**config.mk**
```make
export PLATFORM = sky130hd
export DESIGN_NAME = copper_link_extended_status
export DESIGN_NICKNAME = d
export VERILOG_FILES = /design/src/rtl/copper_status_pkg.sv /design/src/rtl/copper_link_extended_status.sv /design/src/rtl/latch_status_bank.sv
export VERILOG_INCLUDE_DIRS = /design/src /design/src/rtl
export SDC_FILE = /design/constraint.sdc
export NUM_CORES = 1
export LEC_CHECK = 0
export ABC_AREA = 0
export BUFFER_PORTS_ARGS = -buffer_cell sky130_fd_sc_hd__buf_4
export CELL_PAD_IN_SITES_DETAIL_PLACEMENT = 0
export CELL_PAD_IN_SITES_GLOBAL_PLACEMENT = 1
export CORE_ASPECT_RATIO = 0.7
export CORE_MARGIN = 10
export CORE_UTILIZATION = 27
export CTS_CLUSTER_SIZE = 16
export DETAILED_ROUTE_END_ITERATION = 16
export PLACE_DENSITY_LB_ADDON = 0.05
export SETUP_SLACK_MARGIN = 0.2
export SYNTH_ARGS = -nofsm -noshare
export SYNTH_HDL_FRONTEND = slang
export SYNTH_SLANG_ARGS = --single-unit
```
**constraint.sdc**
```tcl
create_clock -name clock -period 1.3 [get_ports clock]
set_input_delay 0 -clock clock [delete_from_list [all_inputs] [get_ports clock]]
set_output_delay 0 -clock clock [all_outputs]
set_load 0.02 [all_outputs]
```
**src/rtl/copper_status_defs.svh**
```systemverilog
// constants for the copper link extended status register
`ifndef COPPER_STATUS_DEFS_SVH
`define COPPER_STATUS_DEFS_SVH

// ==========================================================
// addressing
`define MGMT_MANAGEMENT_DEVICE_ADDRESS_W        5
`define MGMT_ADDR_W         16
`define STAT_W              16
`define STATUS_MANAGEMENT_DEVICE_ADDRESS        5'h07
`define STATUS_OFFSET       16'hFFF1
`define SELECTOR_W          5

// ==========================================================
// bit positions
`define BIT_SEL_MISMATCH    15
`define BIT_DOWNGRADE       14
`define BIT_CROSSOVER       13
`define BIT_RESERVED        12
`define BIT_REMOTE_RX       11
`define BIT_LOCAL_RX        10
`define BIT_LOCKED          9
`define BIT_LINK            8
`define BIT_CRC             7
`define BIT_CARRIER_EXT     6
`define BIT_BAD_SSD         5
`define BIT_BAD_ESD         4
`define BIT_RX_CODE         3
`define BIT_TX_CODE         2
`define BIT_LOCK_ERR        1
`define BIT_MLT3            0

// ==========================================================
// latch banks: high flag i sits on status bit i, last one on bit 15
`define LH_COUNT            9
`define LL_COUNT            2
`define LH_MISMATCH         8
`define LH_LOW_TOP          7
`define LL_REMOTE           1
`define LL_LOCAL            0
`define LH_MASK             16'h80FF

// ==========================================================
// reset values
`define STAT_RESET          16'h0000
`define LH_RESET            9'h000
`define LL_RESET            2'h0

`endif

```
**src/rtl/copper_status_pkg.sv**
```systemverilog
// types shared by the copper link extended status logic
package copper_status_pkg;
`include "copper_status_defs.svh"

   // ==========================================================
   // management access
   typedef struct packed {
      logic                       valid;
      logic                       write;
      logic [`MGMT_MANAGEMENT_DEVICE_ADDRESS_W-1:0]   management_device_address;
      logic [`MGMT_ADDR_W-1:0]    addr;
      logic [`STAT_W-1:0]         wdata;
   } mgmt_req_s;

   typedef struct packed {
      logic                       valid;
      logic [`STAT_W-1:0]         data;
   } mgmt_resp_s;

   // ==========================================================
   // receive path detectors
   typedef struct packed {
      logic                       base_page_rx;
      logic [`SELECTOR_W-1:0]     partner_selector;
      logic [`SELECTOR_W-1:0]     advertised_selector;
      logic                       crc_error;
      logic                       carrier_ext_error;
      logic                       bad_ssd;
      logic                       bad_esd;
      logic                       invalid_code;
      logic                       tx_error_code;
      logic                       mlt3_error;
   } phy_events_s;

   typedef struct packed {
      logic                       speed_downgraded;
      logic                       crossover;
      logic                       remote_rx_ok;
      logic                       local_rx_ok;
      logic                       descrambler_locked;
      logic                       link_pass;
   } phy_levels_s;

   // ==========================================================
   // state
   typedef struct packed {
      logic [`LH_COUNT-1:0]       hi;
      logic [`LL_COUNT-1:0]       lo_held;
   } latch_bank_s;

   typedef struct packed {
      mgmt_resp_s                 resp;
      logic                       downgrade;
      logic                       crossover;
      logic                       locked;
      logic                       link;
      logic                       reserved;
   } status_state_s;

endpackage

```
**src/rtl/copper_link_extended_status.sv**
```systemverilog
// copper link extended status register with sticky event flags
//
// Contract
// - register answers at device address 7, offset 0xFFF1
// - bit 15 latches selector mismatch, clears on read
// - bit 14 reads 1 while advertised speed is downgraded, else 0
// - bit 13 reads 1 in crossover pair mode, else 0
// - bit 11 remote ok; not-ok latches 0 until read while ok
// - bit 10 local ok; not-ok latches 0 until read while ok
// - bit 9 shows live descrambler lock
// - bit 8 shows live link pass
// - bit 7 reports a CRC error since previous read
// - bit 6 latches carrier extension error, clears on read
// - bit 5 latches bad start delimiter, clears on read
// - bit 4 latches bad end delimiter, clears on read
// - bit 3 latches invalid code packet, clears on read
// - bit 2 latches transmit error code packet, clears on read
// - bit 1 latches descrambler loss of lock, clears on read
// - bit 0 latches three-level code error, clears on read
`timescale 1ns/1ps
`include "copper_status_defs.svh"
module copper_link_extended_status (
   input  wire logic                       clock,
   input  wire logic                       srst,
   input  wire copper_status_pkg::mgmt_req_s   mgmt_req,
   input  wire copper_status_pkg::phy_events_s events,
   input  wire copper_status_pkg::phy_levels_s levels,
   output copper_status_pkg::mgmt_resp_s   mgmt_resp
);
   import copper_status_pkg::*;

   status_state_s           state;
   status_state_s           next_state;
   logic                    hit;
   logic                    rd;
   logic                    wr;
   logic                    mismatch_evt;
   logic                    lock_loss_evt;
   logic [`LH_COUNT-1:0]    hi_event;
   logic [`LH_COUNT-1:0]    hi_flag;
   logic [`LL_COUNT-1:0]    lo_ok;
   logic [`LL_COUNT-1:0]    lo_view;
   logic [`STAT_W-1:0]      status_now;

   // ==========================================================
   // address decode
   // decode device and offset
   always_comb begin
      hit = 1'b0;
      if (mgmt_req.valid && mgmt_req.management_device_address == `STATUS_MANAGEMENT_DEVICE_ADDRESS
          && mgmt_req.addr == `STATUS_OFFSET) begin
         hit = 1'b1;
      end
   end

   assign rd = hit & ~mgmt_req.write;
   assign wr = hit & mgmt_req.write;

   // ==========================================================
   // event detection
   // selector mismatch on page arrival
   assign mismatch_evt = events.base_page_rx
                       & (events.partner_selector
                          != events.advertised_selector);
   assign lock_loss_evt = state.locked & ~levels.descrambler_locked;

   always_comb begin
      hi_event               = '0;
      hi_event[`LH_MISMATCH] = mismatch_evt;
      hi_event[`BIT_CRC]         = events.crc_error;
      hi_event[`BIT_CARRIER_EXT] = events.carrier_ext_error;
      hi_event[`BIT_BAD_SSD]     = events.bad_ssd;
      hi_event[`BIT_BAD_ESD]     = events.bad_esd;
      hi_event[`BIT_RX_CODE]     = events.invalid_code;
      hi_event[`BIT_TX_CODE]     = events.tx_error_code;
      hi_event[`BIT_LOCK_ERR]    = lock_loss_evt;
      hi_event[`BIT_MLT3]    = events.mlt3_error;
   end

   assign lo_ok[`LL_REMOTE] = levels.remote_rx_ok;
   assign lo_ok[`LL_LOCAL]  = levels.local_rx_ok;

   // ==========================================================
   // sticky flags, cleared by the same read that captures them
   latch_status_bank u_latches (
      .clock      (clock),
      .srst       (srst),
      .read_clear (rd),
      .hi_event   (hi_event),
      .lo_ok      (lo_ok),
      .hi_flag    (hi_flag),
      .lo_view    (lo_view)
   );

   // ==========================================================
   // status word
   always_comb begin
      status_now                     = `STAT_RESET;
      status_now[`BIT_SEL_MISMATCH]  = hi_flag[`LH_MISMATCH];
      status_now[`BIT_DOWNGRADE]     = state.downgrade;
      status_now[`BIT_CROSSOVER]     = state.crossover;
      // reserved bit reads back what was written
      status_now[`BIT_RESERVED]      = state.reserved;
      status_now[`BIT_REMOTE_RX]     = lo_view[`LL_REMOTE];
      status_now[`BIT_LOCAL_RX]      = lo_view[`LL_LOCAL];
      status_now[`BIT_LOCKED]        = state.locked;
      status_now[`BIT_LINK]          = state.link;
      status_now[`LH_LOW_TOP:0]      = hi_flag[`LH_LOW_TOP:0];
   end

   // ==========================================================
   // state update
   always_comb begin
      next_state            = state;
      next_state.downgrade  = levels.speed_downgraded;
      next_state.crossover  = levels.crossover;
      next_state.locked     = levels.descrambler_locked;
      next_state.link       = levels.link_pass;
      next_state.resp.valid = rd;
      if (rd) begin
         next_state.resp.data = status_now;
      end
      // writes touch only the reserved storage; status bits are read-only
      if (wr) begin
         next_state.reserved = mgmt_req.wdata[`BIT_RESERVED];
      end
   end

   always_ff @(posedge clock) begin
      if (srst) begin
         state <= '0;
      end else begin
         state <= next_state;
      end
   end

   assign mgmt_resp = state.resp;
endmodule // copper_link_extended_status

```
**src/rtl/latch_status_bank.sv**
```systemverilog
// sticky high and low latches cleared by a status read
`timescale 1ns/1ps
`include "copper_status_defs.svh"
module latch_status_bank (
   input  wire logic                 clock,
   input  wire logic                 srst,
   input  wire logic                 read_clear,
   input  wire logic [`LH_COUNT-1:0] hi_event,
   input  wire logic [`LL_COUNT-1:0] lo_ok,
   output logic      [`LH_COUNT-1:0] hi_flag,
   output logic      [`LL_COUNT-1:0] lo_view
);
   import copper_status_pkg::*;

   latch_bank_s             state;
   latch_bank_s             next_state;
   logic [`LH_COUNT-1:0]    next_hi;
   logic [`LL_COUNT-1:0]    next_lo;

   // ==========================================================
   // per bit next values
   genvar i;
   generate
      for (i = 0; i < `LH_COUNT; i = i + 1) begin : g_hi
         assign next_hi[i] = hi_event[i] | (state.hi[i] & ~read_clear);
      end
      for (i = 0; i < `LL_COUNT; i = i + 1) begin : g_lo
         // hold low until read sees ok
         assign next_lo[i] = ~lo_ok[i]
                           | (state.lo_held[i] & ~(read_clear & lo_ok[i]));
         assign lo_view[i] = lo_ok[i] & ~state.lo_held[i];
      end
   endgenerate

   assign hi_flag = state.hi;

   // ==========================================================
   // state register
   always_comb begin
      next_state         = state;
      next_state.hi      = next_hi;
      next_state.lo_held = next_lo;
   end

   always_ff @(posedge clock) begin
      if (srst) begin
         state <= '{hi: `LH_RESET, lo_held: `LL_RESET};
      end else begin
         state <= next_state;
      end
   end

endmodule // latch_status_bank

```
Yosys cells after proc, flatten, opt, wreduce, memory -nomap -nowiden:

Index checks and enable logic that the tools add are counted.

* flip-flop bits (word level): 33
* logic and storage cells: 54
* output and inout port bits: 17
* bits of input ports: 65

* bitwise logic cells: 39
* equality and inequality tests: 3
* multiplexer cells: 1
* reduce and logical (&&, ||, !) cells: 2

Operator list (number)
* 1-bit bitwise AND: 19
* 16-bit == test (second input constant): 1
* 1-bit OR: 11
* 1-bit inverter: 9
* 5-bit by 3-bit == test with 1-bit output (second input constant): 1
* 5-bit inequality test: 1
* 1-bit logical AND: 2
* 1-bit 2-to-1 mux: 1

Depth between registers and ports, before layout:

Gate-level depths: netlist of run 1.

* depth in word-level cells: 9
* gate-level depth with buffers: 6
* gate-level depth less buffers: 4

Modules after synthesis:

A second synthesis of run 1 with hierarchy kept.

* cell total of the unflattened synthesis: 180
* area total of the unflattened synthesis: 1614.0 µm²

Modules (own cells, without submodules)
* copper_link_extended_status: instances 1, cells an instance 125, sequential area each 440.4 µm², area an instance 1128.6 µm²
* latch_status_bank: instances 1, cells an instance 55, sequential area each 220.2 µm², area an instance 485.5 µm²

Worst setup path after synthesis of run 1:

Ideal clock, no wire load.

* path type: in2reg
* from: input port mgmt_req[17] (netlist bit)
* to: register state (netlist bit mgmt_resp[11])
* slack: 68 ps
* arrival time: 1161 ps
* buffers on the path: 1
* cell stages on the path: 5
* path through: and4bb_1 nand4_2 buf_6 or4b_1 a21oi_1

* word-level cells in the longest chain between the ends: 4

RTL lines
* from (decl): line copper_link_extended_status.sv:25 `input wire copper_status_pkg::mgmt_req_s mgmt_req,`
* 16-bit == test (no line)
* 1-bit logical AND (no line)
* 1-bit 2-to-1 mux: line copper_link_extended_status.sv:50 `` if (mgmt_req.valid && mgmt_req.management_device_address == `STATUS_MANAGEMENT_DEVICE_ADDRESS ``
* 1-bit bitwise AND: line copper_link_extended_status.sv:56 `assign rd = hit & ~mgmt_req.write;`
* to (signal assigned): line copper_link_extended_status.sv:133 `state <= next_state;`
* to (decl): line copper_link_extended_status.sv:32 `status_state_s state;`

No other way between the ends.
A chain may end at the register's enable or synchronous reset.

Final worst setup path of run 1:

* from: register u_latches.state[0] (netlist bit)
* to: register state (netlist bit mgmt_resp[10])

* word-level cells in the longest chain between the ends: 2

RTL lines
* from (decl): line latch_status_bank.sv:15 `latch_bank_s state;`
* from (signal assigned): line latch_status_bank.sv:47 `` state <= '{hi: `LH_RESET, lo_held: `LL_RESET}; ``
* from (signal assigned): line latch_status_bank.sv:49 `state <= next_state;`
* 1-bit inverter: line latch_status_bank.sv:31 `assign lo_view[i] = lo_ok[i] & ~state.lo_held[i];`
* 1-bit bitwise AND: line latch_status_bank.sv:31

No other way between the ends.

==> results.cfg, run 1 <==
[outcome]
status = finished clean

[pwr]
powerDensity_nw_per_um2 = 917
ir_worst_vdd_mv = 0.305
leakagePower_nw = 0.925
p_total_mw = 2.00

[worst_setup_path]
timing.rr.end = mgmt_resp[10]
arrival_ns = 1.25
rrSetupSlack_ns = 0.26
worst-path-max-fanout = 2
endpoint_kind = register
r2r_start = u_latches.state[0]
cp.required_ns = 1.51
slowest_delay_ns = 0.54
cp-start-kind = register
crit_chain = or4b_1 > a21oi_1
path_class = reg -> reg
cp_slowest_cell = or4b_1
rr_worst_depth = 2

[logic_synthesis]
synthMuxAreaShare_pct = 0
yosys-top-cells-area = dfxtp_1 (45%), a21oi_1 (9.6%), o21ai_0 (9.6%)
ys_warn_count = 0
async_reset_ff_share_pct = 0
syn_nets = 234
synthesis.area_um2 = 1460
synth_top_area_share_pct = 45.2
postSynthCellCount = 169
ys_seq_area_share_pct = 45.2
synth_top_area_cell = dfxtp_1
synth_top_family_by_area = compound AO/OA/AOI/OAI gates
syn_area_per_cell_um2 = 8.65
synth_compound_area_share_pct = 19.7
synth_seq_cells = 33
ys_types = 24
synthFlopType = dfxtp_1
synthAdderAreaFrac_pct = 0
synth_edf_count = 0
synth_xor_area_share_pct = 3.00
synthSimpleGateAreaFrac_pct = 17.1

[floorplan]
start_util_pct = 27.9
die_area_um2 = 8800
die_w_um = 108
die_h_um = 81.6
core.rowCount = 22
io_pins = 82
core_um2 = 5230

[clocking]
htreeDepth = 2
clk_latency_ns = 0.27
root_buffer = clkbuf_8
clk_path_buf_depth = 2
cts_inserted_buffers = 5
clkSinkCount = 33
post_cts_buffers = 0
cts_tree = built
clk_pin_slew_worst_paths_ns = 0.06

[global_route]
grt_max_degree = 34
first_global_vias = 1559
grt_use_total_pct = 10.0
grt_first_pass_wirelength_um = 7130
antenna_found_initial = 0
gr-total-overflow = 0

[sta]
fin_ws_ns = 0.261
rsz0062_at_grt = false
hold_violations = 0
fin_crit_ns = 1.04
timing.hold.ws_ns = 0.0217
slew_violations = 0
max_slew.worst_pin.slew_ns = 0.349
finalClockSkew_ns = 0.000531
setup_violations = 0
fin_setup_tns_ns = 0
slew_headroom_pct = 76.8
clock.fmax_mhz = 963
fin_crit_sh_pct = 79.9

[final_layout]
stdcell_count = 307
final_nets = 299
antennaDiodeCount = 0
layout-drive-gt1-share_pct = 34.9
seq_area_um2 = 661
area_growth_pct = 49.5
multiInputGateArea_um2 = 596
nFillCells = 544
design_area_um2 = 2180
utilization_pct = 41.8

[min_path]
hp-class = in -> reg
min_delay_path_depth = 3
hp-start = mgmt_req[12]
whs_endpoint = state[0]

[routing]
totalWireLength_um = 4360
drcViolationCount = 0
vias = 1405
vias_per_cell = 4.58
drtIter0Drc = 18
ant_nets = 0
routedWlPerCell_um = 14.2
first_pass_iters = 4

[job]
maxCapViolCount = 0

[placed_design]
place_ws_ns = -0.0224
gp_congestion = 0.680
io_buffers = 66
dp.cells = 285
place_area_um2 = 1950
dp_hpwl_um = 3280
-- metal layers --
metal  track usage, %  part of all wire, %
met1             11.3                   44
met2             16.9                   47
met3             4.07                  7.2
met4             3.59                  1.1
met5                0                    0
-- worst max-delay path: cells and delay by family, from the launching register on --
family / cells / cell delay [ns]
AND/OR/NAND/NOR: 1 / 0.54
AO/OA/AOI/OAI: 1 / 0.13
flip-flops: 1 / 0.31
-- cells by family (layout without fill, tap and decap cells) --
group / after synthesis / after routing
xor+xnor: 5 / 5
flops: 33 / 33
buf+inv: 39 / 105
simple gates: 35 / 35
compound gates: 57 / 57
-- where the power goes --
group | switching [mW] | total, mW | leakage (nW) | internal (mW)
Clock | 0.334 | 0.714 | 0.0395 | 0.380
Combinational | 0.0798 | 0.236 | 0.615 | 0.156
Sequential | 0.0123 | 1.05 | 0.270 | 1.04
-- worst max-delay path by stage --
stage                        from            end  slack, ns
6_report       u_latches.state[0]  mgmt_resp[10]       0.26
5_1_grt        u_latches.state[0]  mgmt_resp[10]       0.20
4_1_cts        u_latches.state[0]  mgmt_resp[10]       0.24
3_5_place_dp         mgmt_req[35]  mgmt_resp[10]      -0.02
3_3_place_gp         mgmt_req[35]  mgmt_resp[11]     -0.001
2_1_floorplan        mgmt_req[35]  mgmt_resp[11]       0.10
-- cell type report --
| class | instances | share of cell area, % |
|---|---|---|
| multi-input combinational | 97 | 27.3 |
| timing repair buffer | 89 | 33.3 |
| tap | 72 | 4.12 |
| sequential | 33 | 30.2 |
| inverter | 8 | 1.37 |
| clock buffer | 8 | 3.67 |
-- cells in the final DEF (no fill, tap or decap), drive strengths merged --
cell type,n
xor2,2
clkbuf,8
nor3,1
buf,75
o31ai,1
nand3,3
and4,3
xnor2,3
dlygate4sd3,14
inv,8
nor2b,4
and4b,2
nand4,16
and4bb,1
or4b,2
and2b,1
a21oi,28
nand2b,1
and2,1
dfxtp,33
o21ai,28
-- flip-flops by register name (all words and copies together) (netlist names) --
| name | count |
|---|---|
| mgmt_resp | 17 |
| u_latches.state | 2 |
| state | 5 |
| u_latches.hi_flag | 9 |
-- what timing repair did --
action	in CTS	in global routing
endpoints found under the setup margin	0	1
resized for setup	0	2
hold buffers	14	0
hold endpoints to repair	14	0
-- cells in the mapped netlist, types with 2 or more instances --
library cell / count
xor2_1: 2
clkbuf_1: 11
nand3_1: 3
nand4_1: 15
inv_1: 8
xnor2_1: 3
and4_1: 3
nor2b_1: 4
or4b_1: 2
and4b_1: 2
o21ai_0: 28
buf_4: 17
dfxtp_1: 33
a21oi_1: 28
Power figures use the tool's default switching activity.
==> inputs of run 2 (changes only) <==
--- a/config.mk
+++ b/config.mk
@@ -6,13 +6,13 @@
 export SDC_FILE = /design/constraint.sdc
 export NUM_CORES = 1
 export LEC_CHECK = 0
-export ABC_AREA = 0
+export ABC_AREA = 1
 export BUFFER_PORTS_ARGS = -buffer_cell sky130_fd_sc_hd__buf_4
 export CELL_PAD_IN_SITES_DETAIL_PLACEMENT = 0
 export CELL_PAD_IN_SITES_GLOBAL_PLACEMENT = 1
 export CORE_ASPECT_RATIO = 0.7
 export CORE_MARGIN = 10
-export CORE_UTILIZATION = 27
+export CORE_UTILIZATION = 26
 export CTS_CLUSTER_SIZE = 16
 export DETAILED_ROUTE_END_ITERATION = 16
 export PLACE_DENSITY_LB_ADDON = 0.05
==> constraint.sdc (replaced) <==
create_clock -name clock -period 0.9 [get_ports clock]
set_input_delay 0 -clock clock [delete_from_list [all_inputs] [get_ports clock]]
set_output_delay 0 -clock clock [all_outputs]
set_load 0.02 [all_outputs]
==> run 2 against run 1 <==
Effect of this change: cell count up 20%; critical path type is now in -> reg; sequential power up 45%; largest power group unchanged; synthesized area up 4.5%; sequential cell count unchanged; core utilization down 0.97 points; worst setup slack worse by 0.10 ns.
==> results.cfg, run 2 <==
[clocking]
root_buffer = clkbuf_8
clk_latency_ns = 0.28
clk_pin_slew_worst_paths_ns = 0.07
cts_tree = built
htreeDepth = 2
clk_path_buf_depth = 2
cts_inserted_buffers = 5
clkSinkCount = 33

[final_layout]
stdcell_count = 367
antennaDiodeCount = 0
largest_reg_flops = 17
final_nets = 356
final_cell_mix = nand2_1 (58), buf_4 (50), nor2_1 (49)
layout-drive-gt1-share_pct = 34.9
area_growth_pct = 52.3
seq_area_um2 = 682
nFillCells = 606
multiInputGateArea_um2 = 568
final_common_cell = nand2_1

[sta]
setup_violations = 0
finalClockSkew_ns = 0.00192
slew_headroom_pct = 78.6
max_slew.worst_pin.slew_ns = 0.320
slew_violations = 0
fin_crit_ns = 0.739
rsz0062_at_grt = true
hold_violations = 0
clock.fmax_mhz = 1350
fin_crit_sh_pct = 82.1
fin_ws_ns = 0.161

[worst_setup_path]
slowest_delay_ns = 0.17
worst-path-max-fanout = 20
arrival_ns = 0.95
r2r_start = mgmt_resp[13]
rrSetupSlack_ns = 0.18
cp-start-kind = input port
cp.required_ns = 1.11
path_class = in -> reg
cpMostUsedCell = nand2_1
critPathBufInv = 3
timing.rr.end = mgmt_resp[13]
rr_worst_depth = 5
cp_slowest_cell = buf_12
crit_family = simple AND/OR/NAND/NOR gates
endpoint_kind = register
crit_chain = buf_4 > inv_1 > nand2_1 > nor2_1 > nand2_1 > nor2_4 > nand3_4 > buf_12 > nand2_1 > nand2_1 > nor2_1

[placed_design]
io_buffers = 66
dp.cells = 345
gp_congestion = 0.666
place_ws_ns = -0.160
dp_hpwl_um = 2830

[logic_synthesis]
synth_seq_cells = 33
syn_area_per_cell_um2 = 6.75
synthTopCellsByCount = nand2_1 (60), nor2_1 (50), inv_1 (37)
synthesis.area_um2 = 1530
ys_seq_area_share_pct = 43.3
synthSimpleGateAreaFrac_pct = 30.8
synth_top_family_by_area = simple AND/OR/NAND/NOR gates
synth_top_area_share_pct = 43.3
postSynthCellCount = 226
yosys-top-cells-area = dfxtp_1 (43%), nand2_1 (15%), nor2_1 (12%)
synth_compound_area_share_pct = 3.61
syn_nets = 291
synth_top_area_cell = dfxtp_1
ys_warn_count = 0
synthMuxAreaShare_pct = 0
synthAdderAreaFrac_pct = 0
synth.most_common_cell = nand2_1
ys_types = 19
synthFlopType = dfxtp_1
async_reset_ff_share_pct = 0
synth_xor_area_share_pct = 1.72
synth_edf_count = 0

[floorplan]
die_area_um2 = 9380
core_um2 = 5700
die_h_um = 84.1
core.rowCount = 23
die_w_um = 112
start_util_pct = 26.8
io_pins = 82

[global_route]
grt_first_pass_wirelength_um = 6420
first_global_vias = 1390
grt_max_degree = 24
grt_use_total_pct = 8.14
gr-total-overflow = 0
antenna_found_initial = 0

[routing]
ant_nets = 0
first_pass_iters = 3
vias_per_cell = 3.72
totalWireLength_um = 3790
drtIter0Drc = 11
vias = 1364
routedWlPerCell_um = 10.3
drcViolationCount = 0

[pwr]
ir_worst_vdd_mv = 0.621
powerDensity_nw_per_um2 = 1330
leakagePower_nw = 1.26

[min_path]
whs_endpoint = u_latches.state[1]
hp-start = levels[3]
hp-class = in -> reg
min_delay_path_depth = 4

[job]
maxCapViolCount = 0

[outcome]
status = finished clean
==> run 2: cell types whose count changed in the layout (fill, tap and decap cells not counted), sizes merged, moves of 3 or more <==
| cell | previous run | this run |
|---|---|---|
| a21oi | 28 | 9 |
| and4 | 3 | 0 |
| buf | 75 | 69 |
| inv | 8 | 38 |
| nand2 | 0 | 60 |
| nand4 | 16 | 0 |
| nor2 | 0 | 52 |
| nor2b | 4 | 0 |
| o21ai | 28 | 2 |
==> run 2: cell type report <==
cell class	count	area share, %
clock inverters	1	0.215
flip-flops and latches	33	29.3
well taps	75	4.04
inverters	38	6.14
repair buffers	82	31.7
clock buffers	7	4.14
multi-input cells	131	24.4
==> run 2: worst max path at each step <==
stage                       from                 end  slack, ns  cells past startpoint
finish              mgmt_req[35]        mgmt_resp[1]       0.16                     11
global route        mgmt_req[35]        mgmt_resp[2]       0.01                     11
CTS                 mgmt_req[35]       mgmt_resp[10]       0.14                     11
detailed placement  mgmt_req[35]  u_latches.state[1]      -0.16                     10
global placement    mgmt_req[23]       mgmt_resp[10]      -0.14                     10
floorplan           mgmt_req[27]  u_latches.state[1]       0.05                      8
==> run 2: repair_timing <==
item,in CTS,in global routing
setup buffers,1,0
setup endpoints to repair,44,45
resized for setup,34,2
endpoints found under the hold margin,14,0
hold buffers,13,0
==> run 2: through the flow <==
step / TNS, ns / utilization [%] / instance area [um2] / power, mW / hold WS (ns)
finish: 0 / 40.8 / 2320 / 3.08 / 0.00678
global route: 0 / 40.8 / 2320 / 3.26 / 0.0319
CTS: 0 / 40.7 / 2320 / 3.14 / 0.00299
detailed placement: -3.31 / 35.0 / 1990 / 1.85 / 0.211
global placement: -3.22 / 35.0 / 1990 / 1.85 / 0.209
floorplan: 0 / - / 1550 / 1.66 / 0.107
==> run 2: kinds of logic after synthesis <==
group,count (synthesis)
AOI/OAI and AO/OA,11
xor gates and xnor gates,3
buffers and inverters,62
DFF,33
and+or+nand+nor,117
==> run 2: where the power goes <==
group          total, mW  internal (mW)  switching, mW
logic              0.340          0.219          0.120
clock network       1.22          0.691          0.532
registers           1.52           1.50         0.0168
==> run 2: layer usage <==
layer | vias to the layer above | track usage (%) | wire length (um)
li1 | 765 | - | -
met1 | 571 | 9.18 | 1730
met2 | 26 | 13.6 | 1820
met3 | 2 | 3.95 | 227
met4 | 0 | 1.75 | 11
met5 | - | 0 | 0
==> run 2: worst min-delay path: stages <==
cell     delay, ns
buf_4         0.08
inv_1         0.04
o21ai_2       0.09
inv_1         0.03
